File: config.mk
export PLATFORM = sky130hd
export DESIGN_NAME = pmt_timer
export DESIGN_NICKNAME = d
export VERILOG_FILES = /design/src/logic/pmt_timer.v
export VERILOG_INCLUDE_DIRS = /design/src /design/src/logic
export SDC_FILE = /design/constraint.sdc
export NUM_CORES = 1
export LEC_CHECK = 0
export BUFFER_PORTS_ARGS = -buffer_cell sky130_fd_sc_hd__buf_2
export CORE_UTILIZATION = 45
export CTS_CLUSTER_DIAMETER = 100
export CTS_CLUSTER_SIZE = 10
export DETAILED_ROUTE_END_ITERATION = 8
export GPL_ROUTABILITY_DRIVEN = 0
export PLACE_DENSITY = 0.68
export SLEW_MARGIN = 20
export SYNTH_ARGS = -nofsm -noshare
export SYNTH_HDL_FRONTEND = slang
export SYNTH_SLANG_ARGS = --single-unit
export TNS_END_PERCENT = 50
File: constraint.sdc
create_clock -name pclk -period 2.7 [get_ports pclk]
set_input_delay 0.135 -clock pclk [delete_from_list [all_inputs] [get_ports pclk]]
set_output_delay 0.135 -clock pclk [all_outputs]
set_load 0.05 [all_outputs]
File: src/logic/pmt_map.vh
// register offsets, field positions and reset values of the timer channel
`ifndef PMT_MAP_VH
`define PMT_MAP_VH
`define PMT_OFS_START 12'h000
`define PMT_OFS_MODE 12'h004
`define PMT_OFS_COUNT 12'h008
`define PMT_OFS_STAT 12'h00c
`define PMT_OFS_MASK 12'h010
`define PMT_OFS_PIN 12'h014
`define PMT_BIT_MODE_LO 0
`define PMT_BIT_MODE_HI 1
`define PMT_BIT_MSEL_LO 2
`define PMT_BIT_MSEL_HI 3
`define PMT_BIT_RSVD4 4
`define PMT_BIT_OVF 5
`define PMT_BIT_SUBSEL 6
`define PMT_BIT_EVSEL 7
`define PMT_MODE_TIMER 2'h0
`define PMT_MODE_EVENT 2'h1
`define PMT_MODE_MEASURE 2'h2
`define PMT_MSEL_PER_RISE 2'h0
`define PMT_MSEL_PER_FALL 2'h1
`define PMT_MSEL_WIDTH 2'h2
`define PMT_RST_MODE 8'h00
`define PMT_RST_COUNT 16'h0000
`define PMT_ALL_ONES 16'hffff
`define PMT_SYNC_STAGES 3
`endif

File: src/logic/pmt_timer.v
// one 16-bit timer channel with measurement modes and an apb register slave
`timescale 1ns/1ns
`include "pmt_map.vh"
module pmt_timer #(
	parameter WIDTH = 16
)(
	input wire pclk,
	input wire presetn,
	input wire psel,
	input wire penable,
	input wire pwrite,
	input wire [11:0] paddr,
	input wire [31:0] pwdata,
	output reg [31:0] prdata,
	output wire pready,
	output wire pslverr,
	input wire count_tick,
	input wire alt_count_tick,
	input wire other_timer_irq,
	input wire measure_input_pin,
	output wire timer_event,
	output wire irq
);

////////////////////////////////////////////////////////////////////////
// apb decode
//
// every register is one aligned word; only the low bits carry state and
// the upper bits read as zero. the slave never inserts wait states:
// the read mux is sampled into prdata in the setup cycle, so the data
// already stands when the access cycle signals ready. a write lands at
// the access edge only, never in setup, so a master that holds its
// request steady through the access cycle sees exactly one update.
// unmapped offsets answer with an error in the access phase, their
// writes are dropped and their reads return zero.

	wire setup_ph;
	wire acc_ph;
	wire wr_en;
	wire hit;
	assign setup_ph = psel & ~penable;
	assign acc_ph = psel & penable;
	assign wr_en = acc_ph & pwrite;
	assign hit = (paddr == `PMT_OFS_START) | (paddr == `PMT_OFS_MODE)
		| (paddr == `PMT_OFS_COUNT) | (paddr == `PMT_OFS_STAT)
		| (paddr == `PMT_OFS_MASK) | (paddr == `PMT_OFS_PIN);
	// read data is captured in setup, so every access takes two cycles
	assign pready = acc_ph;
	assign pslverr = acc_ph & ~hit;

	wire wr_start;
	wire wr_mode;
	wire wr_count;
	wire wr_stat;
	wire wr_mask;
	assign wr_start = wr_en & (paddr == `PMT_OFS_START);
	assign wr_mode = wr_en & (paddr == `PMT_OFS_MODE);
	assign wr_count = wr_en & (paddr == `PMT_OFS_COUNT);
	assign wr_stat = wr_en & (paddr == `PMT_OFS_STAT);
	assign wr_mask = wr_en & (paddr == `PMT_OFS_MASK);

////////////////////////////////////////////////////////////////////////
// control registers
//
// the start and mask bits may flip at any time, and a count write in timer or event mode still reaches the reload while running. the
// mode, measurement select and source selects are frozen while the
// channel runs: a write then only reaches the overflow flag clear, so a
// careless running write cannot switch the counting direction under a
// live count. the trade-off is that software has to stop the channel,
// reprogram it and start it again, which also restarts the first-edge
// bookkeeping in the measurement modes.

	reg run_q;
	reg [1:0] op_mode_q;
	reg [1:0] msel_q;
	reg subsel_q;
	reg evsel_q;
	reg stat_q;
	reg mask_q;

	// count start bit; stopped after reset until software sets it
	always @(posedge pclk or negedge presetn)
	begin
		if (!presetn)
			run_q <= 1'b0;
		else if (wr_start)
			run_q <= pwdata[0];
	end

	// configuration only takes a write while stopped
	always @(posedge pclk or negedge presetn)
	begin
		if (!presetn)
		begin
			op_mode_q <= `PMT_MODE_TIMER;
			msel_q <= `PMT_MSEL_PER_RISE;
			subsel_q <= 1'b0;
			evsel_q <= 1'b0;
		end
		else if (wr_mode && !run_q)
		begin
			op_mode_q <= pwdata[`PMT_BIT_MODE_HI:`PMT_BIT_MODE_LO];
			msel_q <= pwdata[`PMT_BIT_MSEL_HI:`PMT_BIT_MSEL_LO];
			subsel_q <= pwdata[`PMT_BIT_SUBSEL];
			evsel_q <= pwdata[`PMT_BIT_EVSEL];
		end
	end

////////////////////////////////////////////////////////////////////////
// measurement pin: three stages, a change counts once stages two and three agree

	reg [`PMT_SYNC_STAGES-1:0] pin_sync_q;
	reg pin_lvl_q;
	always @(posedge pclk or negedge presetn)
	begin
		if (!presetn)
		begin
			pin_sync_q <= 3'h0;
			pin_lvl_q <= 1'b0;
		end
		else
		begin
			pin_sync_q <= {pin_sync_q[1:0], measure_input_pin};
			if (pin_sync_q[1] == pin_sync_q[2])
				pin_lvl_q <= pin_sync_q[2];
		end
	end

	wire pin_rise;
	wire pin_fall;
	assign pin_rise = (pin_sync_q[1] == pin_sync_q[2]) & pin_sync_q[2] & ~pin_lvl_q;
	assign pin_fall = (pin_sync_q[1] == pin_sync_q[2]) & ~pin_sync_q[2] & pin_lvl_q;

////////////////////////////////////////////////////////////////////////
// count enables and edge selection

	wire measuring;
	wire tick;
	wire ev_tick;
	wire act_edge;
	assign measuring = (op_mode_q == `PMT_MODE_MEASURE);
	// the alternate source (e.g. main clock) is only valid while f1 runs
	assign tick = subsel_q ? alt_count_tick : count_tick;
	// chained request arrives unmasked, whatever the other side's enables
	assign ev_tick = evsel_q ? other_timer_irq : pin_fall;

	reg edge_sel;
	always @*
	begin
		case (msel_q)
			`PMT_MSEL_PER_RISE: edge_sel = pin_rise;
			`PMT_MSEL_PER_FALL: edge_sel = pin_fall;
			`PMT_MSEL_WIDTH: edge_sel = pin_rise | pin_fall;
			default: edge_sel = pin_rise;
		endcase
	end
	assign act_edge = run_q & measuring & edge_sel;

////////////////////////////////////////////////////////////////////////
// counter, reload and edge bookkeeping
//
// timer and event modes count down and reload on the step past zero.
// measurement counts up on the tick; each accepted edge moves the count
// into the reload register and restarts the counter from zero. the very
// first edge after a start only primes the reload, because the count
// before it does not span a whole period or level. a stopped counter
// write lands in both counter and reload in every mode, so a read made
// before the start returns the value just written. the counter resets
// to zero here; software must not rely on that value, since counting
// from it may overflow before any edge is seen.

	reg [WIDTH-1:0] cnt_q;
	reg [WIDTH-1:0] rld_q;
	reg seen_edge_q;
	reg ovf_q;
	reg run_d1_q;

	wire start_pulse;
	wire step;
	wire underflow;
	wire overflow;
	wire edge_ok;
	wire edge_req;
	wire reloading;
	assign start_pulse = run_q & ~run_d1_q;
	// timer counts the tick, event mode the selected event, both downward
	assign step = run_q & ((op_mode_q == `PMT_MODE_TIMER) ? tick
		: (op_mode_q == `PMT_MODE_EVENT) ? ev_tick : 1'b0);
	assign underflow = step & (cnt_q == {WIDTH{1'b0}});
	// counting up from whatever sits in the counter can overflow first
	assign overflow = run_q & measuring & tick & (cnt_q == {WIDTH{1'b1}});
	// a period edge meeting an overflow is dropped, one request only
	assign edge_ok = act_edge & ~(overflow & (msel_q != `PMT_MSEL_WIDTH));
	// the first edge after start only primes the reload, silently
	assign edge_req = edge_ok & seen_edge_q;
	assign reloading = underflow;

	always @(posedge pclk or negedge presetn)
	begin
		if (!presetn)
			run_d1_q <= 1'b0;
		else
			run_d1_q <= run_q;
	end

	// counter path
	always @(posedge pclk or negedge presetn)
	begin
		if (!presetn)
			cnt_q <= `PMT_RST_COUNT;
		else if (wr_count && !run_q)
			cnt_q <= pwdata[WIDTH-1:0];
		else if (edge_ok)
			cnt_q <= {WIDTH{1'b0}};
		else if (run_q && measuring && tick)
			cnt_q <= cnt_q + {{(WIDTH-1){1'b0}}, 1'b1};
		else if (underflow)
			cnt_q <= rld_q;
		else if (step)
			cnt_q <= cnt_q - {{(WIDTH-1){1'b0}}, 1'b1};
	end

	// reload path: software value, or the captured count in measurement
	always @(posedge pclk or negedge presetn)
	begin
		if (!presetn)
			rld_q <= `PMT_RST_COUNT;
		else if (edge_ok)
			rld_q <= cnt_q;
		else if (wr_count && (!run_q || !measuring))
			rld_q <= pwdata[WIDTH-1:0];
	end

	// first-edge tracking restarts with each count start
	always @(posedge pclk or negedge presetn)
	begin
		if (!presetn)
			seen_edge_q <= 1'b0;
		else if (start_pulse)
			seen_edge_q <= 1'b0;
		else if (edge_ok)
			seen_edge_q <= 1'b1;
	end

	// overflow flag: a running mode write with bit 4 low clears it, a new overflow wins
	wire ovf_clr;
	assign ovf_clr = wr_mode & run_q & ~pwdata[`PMT_BIT_RSVD4];
	always @(posedge pclk or negedge presetn)
	begin
		if (!presetn)
			ovf_q <= 1'b0;
		else if (overflow)
			ovf_q <= 1'b1;
		else if (ovf_clr)
			ovf_q <= 1'b0;
	end

////////////////////////////////////////////////////////////////////////
// request, status and interrupt
//
// the request pulse feeds two places: the sticky status bit behind the
// mask, and the event output that chains into other timers. the chain
// takes the raw pulse so that a neighbour keeps counting even while
// this channel's interrupt is masked off. in measurement modes software
// tells an edge from an overflow only through the overflow flag.

	wire req;
	// measurement raises a request on each counted edge and on overflow
	assign req = underflow | (measuring & (edge_req | overflow));
	// the event out to other timers is the raw request, never masked
	assign timer_event = req;

	// sticky request flag, write one to clear, a new request wins
	always @(posedge pclk or negedge presetn)
	begin
		if (!presetn)
			stat_q <= 1'b0;
		else if (req)
			stat_q <= 1'b1;
		else if (wr_stat && pwdata[0])
			stat_q <= 1'b0;
	end

	always @(posedge pclk or negedge presetn)
	begin
		if (!presetn)
			mask_q <= 1'b0;
		else if (wr_mask)
			mask_q <= pwdata[0];
	end

	assign irq = stat_q & mask_q;

////////////////////////////////////////////////////////////////////////
// read mux, sampled in the setup cycle

	// stopped: the counter as it stands, the last stopped write or where the run left it
	// running timer or event: the live count, all ones while reloading
	// running measurement: the last captured result in the reload register
	// limitation: a read that meets a reload cannot see the live count
	reg [WIDTH-1:0] cnt_view;
	always @*
	begin
		cnt_view = cnt_q;
		if (!run_q)
			cnt_view = cnt_q;
		else if (measuring)
			cnt_view = rld_q;
		else if (reloading)
			cnt_view = `PMT_ALL_ONES;
		else
			cnt_view = cnt_q;
	end

	reg [31:0] rd_d;
	always @*
	begin
		rd_d = 32'h0000_0000;
		case (paddr)
			`PMT_OFS_START: rd_d[0] = run_q;
			`PMT_OFS_MODE:
			begin
				rd_d[`PMT_BIT_MODE_HI:`PMT_BIT_MODE_LO] = op_mode_q;
				rd_d[`PMT_BIT_MSEL_HI:`PMT_BIT_MSEL_LO] = msel_q;
				rd_d[`PMT_BIT_OVF] = ovf_q;
				rd_d[`PMT_BIT_SUBSEL] = subsel_q;
				rd_d[`PMT_BIT_EVSEL] = evsel_q;
			end
			`PMT_OFS_COUNT: rd_d[WIDTH-1:0] = cnt_view;
			`PMT_OFS_STAT: rd_d[0] = stat_q;
			`PMT_OFS_MASK: rd_d[0] = mask_q;
			`PMT_OFS_PIN: rd_d[0] = pin_lvl_q;
			default: rd_d = 32'h0000_0000;
		endcase
	end

	always @(posedge pclk or negedge presetn)
	begin
		if (!presetn)
			prdata <= 32'h0000_0000;
		else if (setup_ph && !pwrite)
			prdata <= rd_d;
	end

endmodule // pmt_timer

==> results of run 1 <==
registers in the layout, indices dropped and copies added, names as in the netlist, 2 cells and up:
signal / count
pin_sync_q: 3
rld_q: 16
prdata: 16
cnt_q: 16
msel_q: 2
op_mode_q: 2
cells in the mapped netlist, types with 3 or more instances:
master and n:
nand2_1 87, dfrtp_1 64, a22oi_1 23, nor2_1 20
buf_4 19, o21ai_0 19, o221ai_1 19, clkbuf_1 18
a21oi_1 17, buf_2 15, nand3_1 14, inv_1 10
nor3_1 9, and3_1 8, mux2_2 8, nand4_1 8
ha_1 7, o211ai_1 7, or3_1 7, and4_1 6
xor2_1 6, mux2i_1 5, nand2b_1 4, a221oi_1 3
a31oi_1 3, a32oi_1 3, and2_1 3, nor3b_1 3
nor4_1 3, o21ai_1 3, o22ai_1 3, xnor2_1 3
how the worst min path moves through the flow:
stage,to,start,cells past startpoint,slack (ps)
after global placement,pin_sync_q[0],presetn,1,230
after global routing,rld_q[14],pwdata[14],3,20
after CTS,rld_q[12],pwdata[12],3,7
after floorplan,cnt_q[0],presetn,0,-160
final,cnt_q[12],pwdata[12],3,20
after detailed placement,pin_sync_q[0],presetn,1,240
power by group through the flow:
stage | Clock, mW | Sequential (mW) | Combinational (mW)
final | 0.842 | 0.983 | 0.249
after global routing | 0.891 | 0.984 | 0.273
after CTS | 0.857 | 0.982 | 0.248
after detailed placement | 0 | 1.00 | 0.244
after global placement | 0 | 1.00 | 0.241
after floorplan | 0 | 0.993 | 0.180
cell type report:
| type | instances | area, sq um |
|---|---|---|
| Clock buffer | 11 | 141 |
| Clock inverter | 5 | 56.3 |
| Fill cell | 793 | 4030 |
| Inverter | 10 | 37.5 |
| Multi-Input combinational cell | 363 | 2300 |
| Sequential cell | 64 | 1600 |
| Tap cell | 108 | 135 |
| Timing Repair Buffer | 92 | 583 |
per-layer routing:
metal | wire length, um | GRT usage [%]
met2 | 5480 | 41.6
met1 | 5220 | 35.8
met5 | 0 | 0
met4 | 313 | 9.87
met3 | 958 | 4.33
cell families (layout without fill, tap and decap cells):
kind of cell	Yosys count	after routing	share of synthesized area, %
flops	64	64	38.2
xor+xnor	9	9	1.88
mux	14	14	3.88
simple gates	192	192	23.8
buf+inv	64	118	8.23
compound gates	125	125	21.8
other cells	1	16	0.0894
fa+ha+maj	7	7	2.09
critical path, delay by kind of cell (launching register included):
kind,cells,cell delay [ps]
compound gates,1,240
fa+ha+maj,1,160
buf+inv,3,660
flops,1,510
simple gates,3,550
metrics by stage:
| stage | utilization [%] | worst slack [ps] | hold slack (ps) |
|---|---|---|---|
| final | 54.7 | 81.8 | 18.9 |
| after global routing | 54.7 | 12.7 | 21.4 |
| after CTS | 54.7 | 113 | 7.47 |
| after detailed placement | 52.1 | 290 | 237 |
| after global placement | 52.1 | 359 | 231 |
| after floorplan | - | 490 | -161 |
==> impl_metrics.csv, run 1 <==
group,metric,value,unit
floorplanning,rows,34,
place,dpl-instance-area,4630,sq um
sta,layout_min_cycle_time,2620,ps
setup_path,cp.required,2570,ps
power_and_ir_drop,clock_power_share,40.6,%
sta,fmax,382,MHz
setup_path,reg2reg_setup_slack,200,ps
run,cap_violations,0,
finish,postLayoutCellArea,4860,sq um
logic_synthesis,ys.warnings.count,0,
setup_path,crit_path_end,"timer_event",
sta,rsz0062_at_grt,"false",
sta,fin_setup_tns,0,ps
setup_path,start_kind,"register",
setup_path,slowest_delay,510,ps
power_and_ir_drop,p_int,1.51,mW
setup_path,reg2reg_to,"cnt_q[4]",
logic_synthesis,ys_async_sr_fraction,100,%
grt,antenna_found_initial,0,
sta,final_max_slew_viol_count,0,
power_and_ir_drop,ir_drop,256,uV
finish,synthToLayoutAreaGrowth,15.8,%
clocking,post-cts-setup-buffer-count,0,
clocking,cts_max_level,3,
floorplanning,fp.dieH,98.6,um
setup_path,cp_max_fo,13,
logic_synthesis,synthDistinctLibCells,67,
power_and_ir_drop,p_total,2.07,mW
grt,overflow,0,
power_and_ir_drop,power_frac_comb,12.0,%
power_and_ir_drop,leakagePower,2.43,nW
setup_path,cp-end-kind,"output pin",
finish,n_antenna_cell,0,
floorplanning,die_width,98.6,um
logic_synthesis,yosysTopAreaCell,"dfrtp_1",
status,status,"completed",
logic_synthesis,ys_ff_latch,64,
sta,finalSetupViolCount,0,
grt,grt_max_degree,34,
logic_synthesis,avgSynthCellArea,8.81,sq um
power_and_ir_drop,sw_frac_of_total,27.3,%
place,dp_hpwl,8.74,mm
place,dp.cells,634,
routing,drtPass1Iterations,6,
clocking,cts.clk_slew.worst_paths,70,ps
floorplanning,dieArea,9710,sq um
logic_synthesis,synthTopCellsByArea,"dfrtp_1 (38%), nand2_1 (7.8%), a22oi_1 (4.1%)",
sta,finClkSkew,11.3,ps
routing,viasPerCell,6.14,
clocking,postCtsHoldBufs,3,
routing,ant_nets,0,
grt,grt_pass1_wl,19.8,mm
setup_path,r2r_start,"cnt_q[0]",
routing,first_iter_violations,373,
logic_synthesis,ys_seq_area_share,38.2,%
logic_synthesis,synth_area,4200,sq um
clocking,cts_tree,"built",
routing,via_count,4008,
clocking,root_buffer,"clkbuf_8",
clocking,cts_sinks,64,
finish,layout_common_cells,"nand2_1 (87), dfrtp_1 (64), buf_2 (56), buf_4 (31), a22oi_1 (23)",
hold_path,hp-class,"input pin to register",
sta,tightest_slew,754,ps
setup_path,startpoint,"cnt_q[0]",
finish,finalNonFillerCells,653,
clocking,clockBufferDepth,2,
sta,hold_violations,0,
finish,layout_commonest_cell,"nand2_1",
logic_synthesis,syn_inst,476,
setup_path,arrival,2480,ps
clocking,insertion_delay,350,ps
logic_synthesis,synth_top_area_share,38.2,%
clocking,postCtsResizedCells,0,
setup_path,worst-setup-path-type,"register to output pin",
sta,relSlewSlack,49.7,%
setup_path,reg2regPathDepth,8,
place,portBuffers,56,
routing,wl_per_cell,18.3,um
logic_synthesis,synth-edff-count,0,
power_and_ir_drop,p_seq_share,47.4,%
finish,layout-drive-gt1-share,23.7,%
grt,grt_pass1_vias,3878,
setup_path,worstPathCellList,"inv_1 > ha_1 > nor4bb_1 > and4_1 > o211ai_1 > buf_12 > nand3_1 > buf_2",
logic_synthesis,synthFlopType,"dfrtp_1",
finish,fin_nets,600,
floorplanning,coreArea,8890,sq um
floorplanning,initial_core_util,47.2,%
grt,grt.total_usage,26.1,%
power_and_ir_drop,switchingPower,0.567,mW
routing,drc_errors,0,
floorplanning,ios,89,
clocking,cts_inserted_buffers,9,
routing,wl,12.0,mm
power_and_ir_drop,powerDensity,427,nW/um^2
sta,period_share,97.0,%
setup_path,critPathSlowestCell,"dfrtp_1",
(Power assumes the default switching activity.)
==> run 2, diff against run 1 <==
Settings changed: MAX_ROUTING_LAYER from default to met4.
==> run 2 against run 1 <==
  * Largest cell class unchanged
  * Sequential power about the same
  * Largest power group unchanged
  * Highest routed layer unchanged
  * Power is essentially flat
  * Cell count unchanged
  * Die area unchanged
  * Non-clock buffer count stayed put
  * Critical endpoint unchanged
==> impl_metrics.csv, run 2 (synthesis results as in run 1) <==
group,metric,value,unit
status,status,"completed",
place,dp_slack,290,ps
sta,fin_setup_tns,0,ps
place,portBuffers,56,
floorplanning,die_width,98.6,um
finish,top_regs,"cnt_q (16), prdata (16), rld_q (16)",
hold_path,min_to,"rld_q[12]",
floorplanning,fp.dieH,98.6,um
routing,viasPerCell,6.19,
sta,layout_min_cycle_time,2610,ps
clocking,clockBufferDepth,2,
power_and_ir_drop,powerDensity,426,nW/um^2
sta,fmax,383,MHz
grt,grt_pass1_wl,19.8,mm
clocking,cts_sinks,64,
grt,grt_pass1_vias,3879,
clocking,root_buffer,"clkbuf_8",
routing,wl_per_cell,18.4,um
sta,finalSetupViolCount,0,
sta,relSlewSlack,49.3,%
hold_path,holdPathStages,3,
clocking,cts.clk_slew.worst_paths,70,ps
power_and_ir_drop,leakagePower,2.43,nW
grt,antenna_found_initial,0,
routing,drc_errors,0,
finish,n_antenna_cell,0,
routing,first_iter_violations,330,
power_and_ir_drop,ir_drop,258,uV
sta,setup_ws,90.8,ps
grt,grt.total_usage,26.9,%
grt,use_met3,4.26,%
routing,wl,12.0,mm
setup_path,start_kind,"register",
sta,finClkSkew,14.0,ps
setup_path,reg2regPathDepth,8,
routing,ant_nets,0,
floorplanning,rows,34,
finish,layout_common_cells,"nand2_1 (87), dfrtp_1 (64), buf_2 (56), buf_4 (31), a22oi_1 (23)",
floorplanning,ios,89,
setup_path,worst-setup-path-type,"register to output pin",
setup_path,reg2reg_setup_slack,210,ps
clocking,post-cts-setup-buffer-count,0,
power_and_ir_drop,p_seq_share,47.4,%
power_and_ir_drop,p_int,1.51,mW
sta,hold_slack,17.8,ps
grt,grt_max_degree,34,
power_and_ir_drop,clock_power_share,40.6,%
setup_path,cp_max_fo,13,
place,dpl-instance-area,4630,sq um
clocking,cts_tree,"built",
clocking,insertion_delay,350,ps
finish,finalNonFillerCells,653,
finish,num-fill-cells,793,
finish,synthToLayoutAreaGrowth,15.8,%
sta,period_share,96.6,%
floorplanning,initial_core_util,47.2,%
clocking,cts_max_level,3,
sta,final_max_slew_viol_count,0,
grt,overflow,0,
floorplanning,coreArea,8890,sq um
grt,grt-busiest-layer,"met2",
run,cap_violations,0,
sta,rsz0062_at_grt,"false",
routing,via_count,4043,
place,dp.cells,634,
grt,use_met1,35.9,%
setup_path,reg2reg_to,"cnt_q[4]",
sta,tightest_slew,760,ps
finish,layout_commonest_cell,"nand2_1",
power_and_ir_drop,switchingPower,0.566,mW
power_and_ir_drop,power_frac_comb,12.0,%
finish,fin_nets,600,
setup_path,cp.required,2570,ps
floorplanning,dieArea,9710,sq um
clocking,cts_inserted_buffers,9,
setup_path,arrival,2470,ps
setup_path,r2r_start,"cnt_q[0]",
grt,grt_util_met2,41.6,%
finish,postLayoutCellArea,4860,sq um
finish,layout-drive-gt1-share,23.7,%
sta,hold_violations,0,
routing,drtPass1Iterations,5,
setup_path,cp-end-kind,"output pin",
hold_path,min-delay-start,"pwdata[12]",
hold_path,hp-class,"input pin to register",
place,dp_hpwl,8.74,mm
power_and_ir_drop,sw_frac_of_total,27.3,%
run 2: cell counts in the layout (fill, tap and decap cells not counted):
No cell type changed its count.
run 2: cell type report:
type                       instances  area, sq um  area share (%)
inverter                          10         37.5           0.772
timing repair buffer              92          583            12.0
clock inverter                     5         56.3            1.16
clock buffer                      11          141            2.91
sequential                        64         1600            33.0
multi-input combinational        363         2300            47.4
tap                              108          135            2.78
run 2: through the flow:
stage | power (mW) | util [%]
floorplan | 1.17 | -
global placement | 1.24 | 52.1
detailed placement | 1.25 | 52.1
CTS | 2.09 | 54.7
global route | 2.15 | 54.7
finish | 2.07 | 54.7
run 2: routing by layer:
layer | wire length, um | share of wire [%]
met5 | 0 | 0
met4 | 280 | 2.3
met3 | 899 | 7.5
met2 | 5580 | 46
met1 | 5270 | 44
run 2: critical path: stages (launching register included):
cell and delay, ps:
dfrtp_1 500, inv_1 160, ha_1 160, nor4bb_1 240, and4_1 250, o211ai_1 240, buf_12 240, nand3_1 70
buf_2 260
run 2: worst max path at each step:
| stage | start | cells after the start | to | slack [ps] |
|---|---|---|---|---|
| finish | cnt_q[0] | 8 | timer_event | 90 |
| global route | cnt_q[0] | 8 | timer_event | 10 |
| CTS | cnt_q[0] | 8 | timer_event | 110 |
| detailed placement | cnt_q[0] | 8 | cnt_q[4] | 290 |
| global placement | cnt_q[6] | 6 | cnt_q[10] | 360 |
| floorplan | cnt_q[0] | 9 | timer_event | 490 |
run 2: power by group through the flow:
stage | logic (mW) | clock network [mW] | registers [mW]
finish | 0.249 | 0.840 | 0.983
global route | 0.273 | 0.891 | 0.984
CTS | 0.248 | 0.857 | 0.982
detailed placement | 0.244 | 0 | 1.00
global placement | 0.241 | 0 | 1.00
floorplan | 0.180 | 0 | 0.993
run 2: repair_timing:
action / 4_1_cts / 5_1_grt
hold buffers: 3 / 0
gates resized for setup: 0 / 0
hold endpoints to repair: 33 / 0
==> run 3, diff against run 2 <==
Settings changed: CAP_MARGIN from default to 20, GPL_TIMING_DRIVEN from default to 0.
==> run 3 against run 2 <==
  * Power increased by 2.5%
  * Die area did not move
  * Register-to-register slack got worse by 100 ps
  * Critical path type is now register to register
==> impl_metrics.csv, run 3 (synthesis results as in run 1) <==
group,metric,value,unit
power_and_ir_drop,power_frac_comb,12.8,%
sta,tightest_slew,985,ps
place,portBuffers,55,
grt,grt_max_degree,36,
clocking,cts_max_level,3,
grt,grt_pass1_vias,3957,
sta,setup_ws,106,ps
setup_path,arrival,2840,ps
finish,fin_util,55.7,%
place,dp.cells,655,
run,cap_violations,0,
floorplanning,ios,89,
place,dp_slack,62.8,ps
clocking,cts_tree,"built",
sta,hold_violations,0,
floorplanning,coreArea,8890,sq um
routing,via_count,4199,
finish,top_regs,"cnt_q (16), prdata (16), rld_q (16)",
clocking,cts.clk_slew.worst_paths,70,ps
finish,synthToLayoutAreaGrowth,18.0,%
setup_path,worst-setup-path-type,"register to register",
finish,n_antenna_cell,0,
power_and_ir_drop,leakagePower,2.47,nW
routing,wl,12.7,mm
setup_path,cp.required,2950,ps
routing,wl_per_cell,18.8,um
sta,relSlewSlack,33.8,%
sta,finalSetupViolCount,0,
hold_path,hp-class,"input pin to register",
setup_path,start_kind,"register",
routing,ant_nets,0,
sta,period_share,96.1,%
grt,grt_pass1_wl,20.5,mm
sta,hold_slack,18.4,ps
grt,antenna_found_initial,0,
routing,drtPass1Iterations,5,
clocking,insertion_delay,350,ps
setup_path,cp-end-kind,"register",
floorplanning,dieArea,9710,sq um
grt,overflow,0,
sta,final_max_slew_viol_count,0,
power_and_ir_drop,clock_power_share,41.2,%
place,dp_hpwl,9.28,mm
grt,grt.total_usage,28.1,%
power_and_ir_drop,p_seq_share,46.0,%
finish,layout_common_cells,"nand2_1 (87), buf_2 (67), dfrtp_1 (64), buf_4 (26), a22oi_1 (23)",
floorplanning,fp.dieH,98.6,um
clocking,root_buffer,"clkbuf_8",
finish,fin_nets,623,
finish,layout-drive-gt1-share,24.5,%
floorplanning,die_width,98.6,um
clocking,cts_sinks,64,
power_and_ir_drop,switchingPower,0.583,mW
power_and_ir_drop,powerDensity,429,nW/um^2
routing,viasPerCell,6.21,
power_and_ir_drop,p_int,1.54,mW
sta,layout_min_cycle_time,2590,ps
routing,first_iter_violations,429,
sta,fin_setup_tns,0,ps
clocking,clockBufferDepth,2,
setup_path,cp_max_fo,5,
sta,finClkSkew,6.29,ps
finish,finalNonFillerCells,676,
sta,fmax,386,MHz
sta,rsz0062_at_grt,"false",
clocking,cts_inserted_buffers,9,
power_and_ir_drop,ir_drop,284,uV
floorplanning,initial_core_util,47.2,%
status,status,"completed",
routing,drc_errors,0,
floorplanning,rows,34,
power_and_ir_drop,sw_frac_of_total,27.4,%
finish,layout_commonest_cell,"nand2_1",
## run 3: cell types whose count changed in the layout (fill, tap and decap cells not counted)
cell / previous run / this run
buf_12: 2 / 1
clkinvlp_4: 1 / 2
buf_6: 0 / 2
nor4bb_2: 0 / 1
buf_2: 56 / 67
buf_4: 31 / 26
dlygate4sd3_1: 3 / 2
clkbuf_2: 0 / 1
clkbuf_8: 10 / 11
clkbuf_1: 1 / 16
nor4bb_1: 1 / 0
clkinv_4: 1 / 0
## run 3: cell type report
cell class / instances / area [sq um]
tap: 108 / 135
multi-input combinational: 363 / 2310
clock inverter: 5 / 55.1
inverter: 10 / 37.5
clock buffer: 11 / 151
fill: 830 / 3940
sequential: 64 / 1600
timing repair buffer: 61 / 343
buffer: 54 / 315
## run 3: critical path, stage by stage, from the launching register on
cell and delay [ps]:
dfrtp_1 340, ha_1 230, and3_1 170, clkbuf_1 240, nand3_1 280, or2_2 410, o21ai_2 270, nand2_1 180
o41ai_2 360
## run 3: worst paths after layout
| check | startpoint | endpoint | slack, ps | cells after the start |
|---|---|---|---|---|
| max | cnt_q[0] | cnt_q[10] | 110 | 8 |
| min | pwdata[9] | cnt_q[9] | 20 | 3 |
| max reg2reg | cnt_q[0] | cnt_q[10] | 110 | 8 |
| min reg2reg | pin_sync_q[0] | pin_sync_q[1] | 360 | 0 |
| max in group asynchronous | presetn | cnt_q[11] | 1910 | 3 |
| min in group asynchronous | presetn | pin_sync_q[0] | 250 | 2 |
## run 3: through the flow
stage                     total power, mW  cell area, sq um
after floorplan                      1.17              4250
after CTS                            2.13              4920
after global routing                 2.20              4950
final                                2.12              4950
after detailed placement             1.26              4680
after global placement               1.25              4660
## run 3: per-layer routing
layer  vias up  routed length [um]  GRT usage, %
li1       1909                   -             -
met1      2019                5450          38.2
met2       239                5710          41.6
met4         0                 353          10.6
met3        32                1170          5.32
met5         -                   0             -
## run 3: power groups by stage
stage	combinational [mW]	clock [mW]	sequential, mW
global placement	0.257	0	0.996
CTS	0.268	0.880	0.977
detailed placement	0.265	0	0.996
global route	0.296	0.923	0.979
finish	0.272	0.875	0.978
floorplan	0.180	0	0.993
## run 3: what timing repair did
action                                 CTS  global route
gates resized for setup                  4             4
setup endpoints to repair                1             3
buffers inserted                         0             3
endpoints found under the hold margin   30             0
hold buffers                             2             0
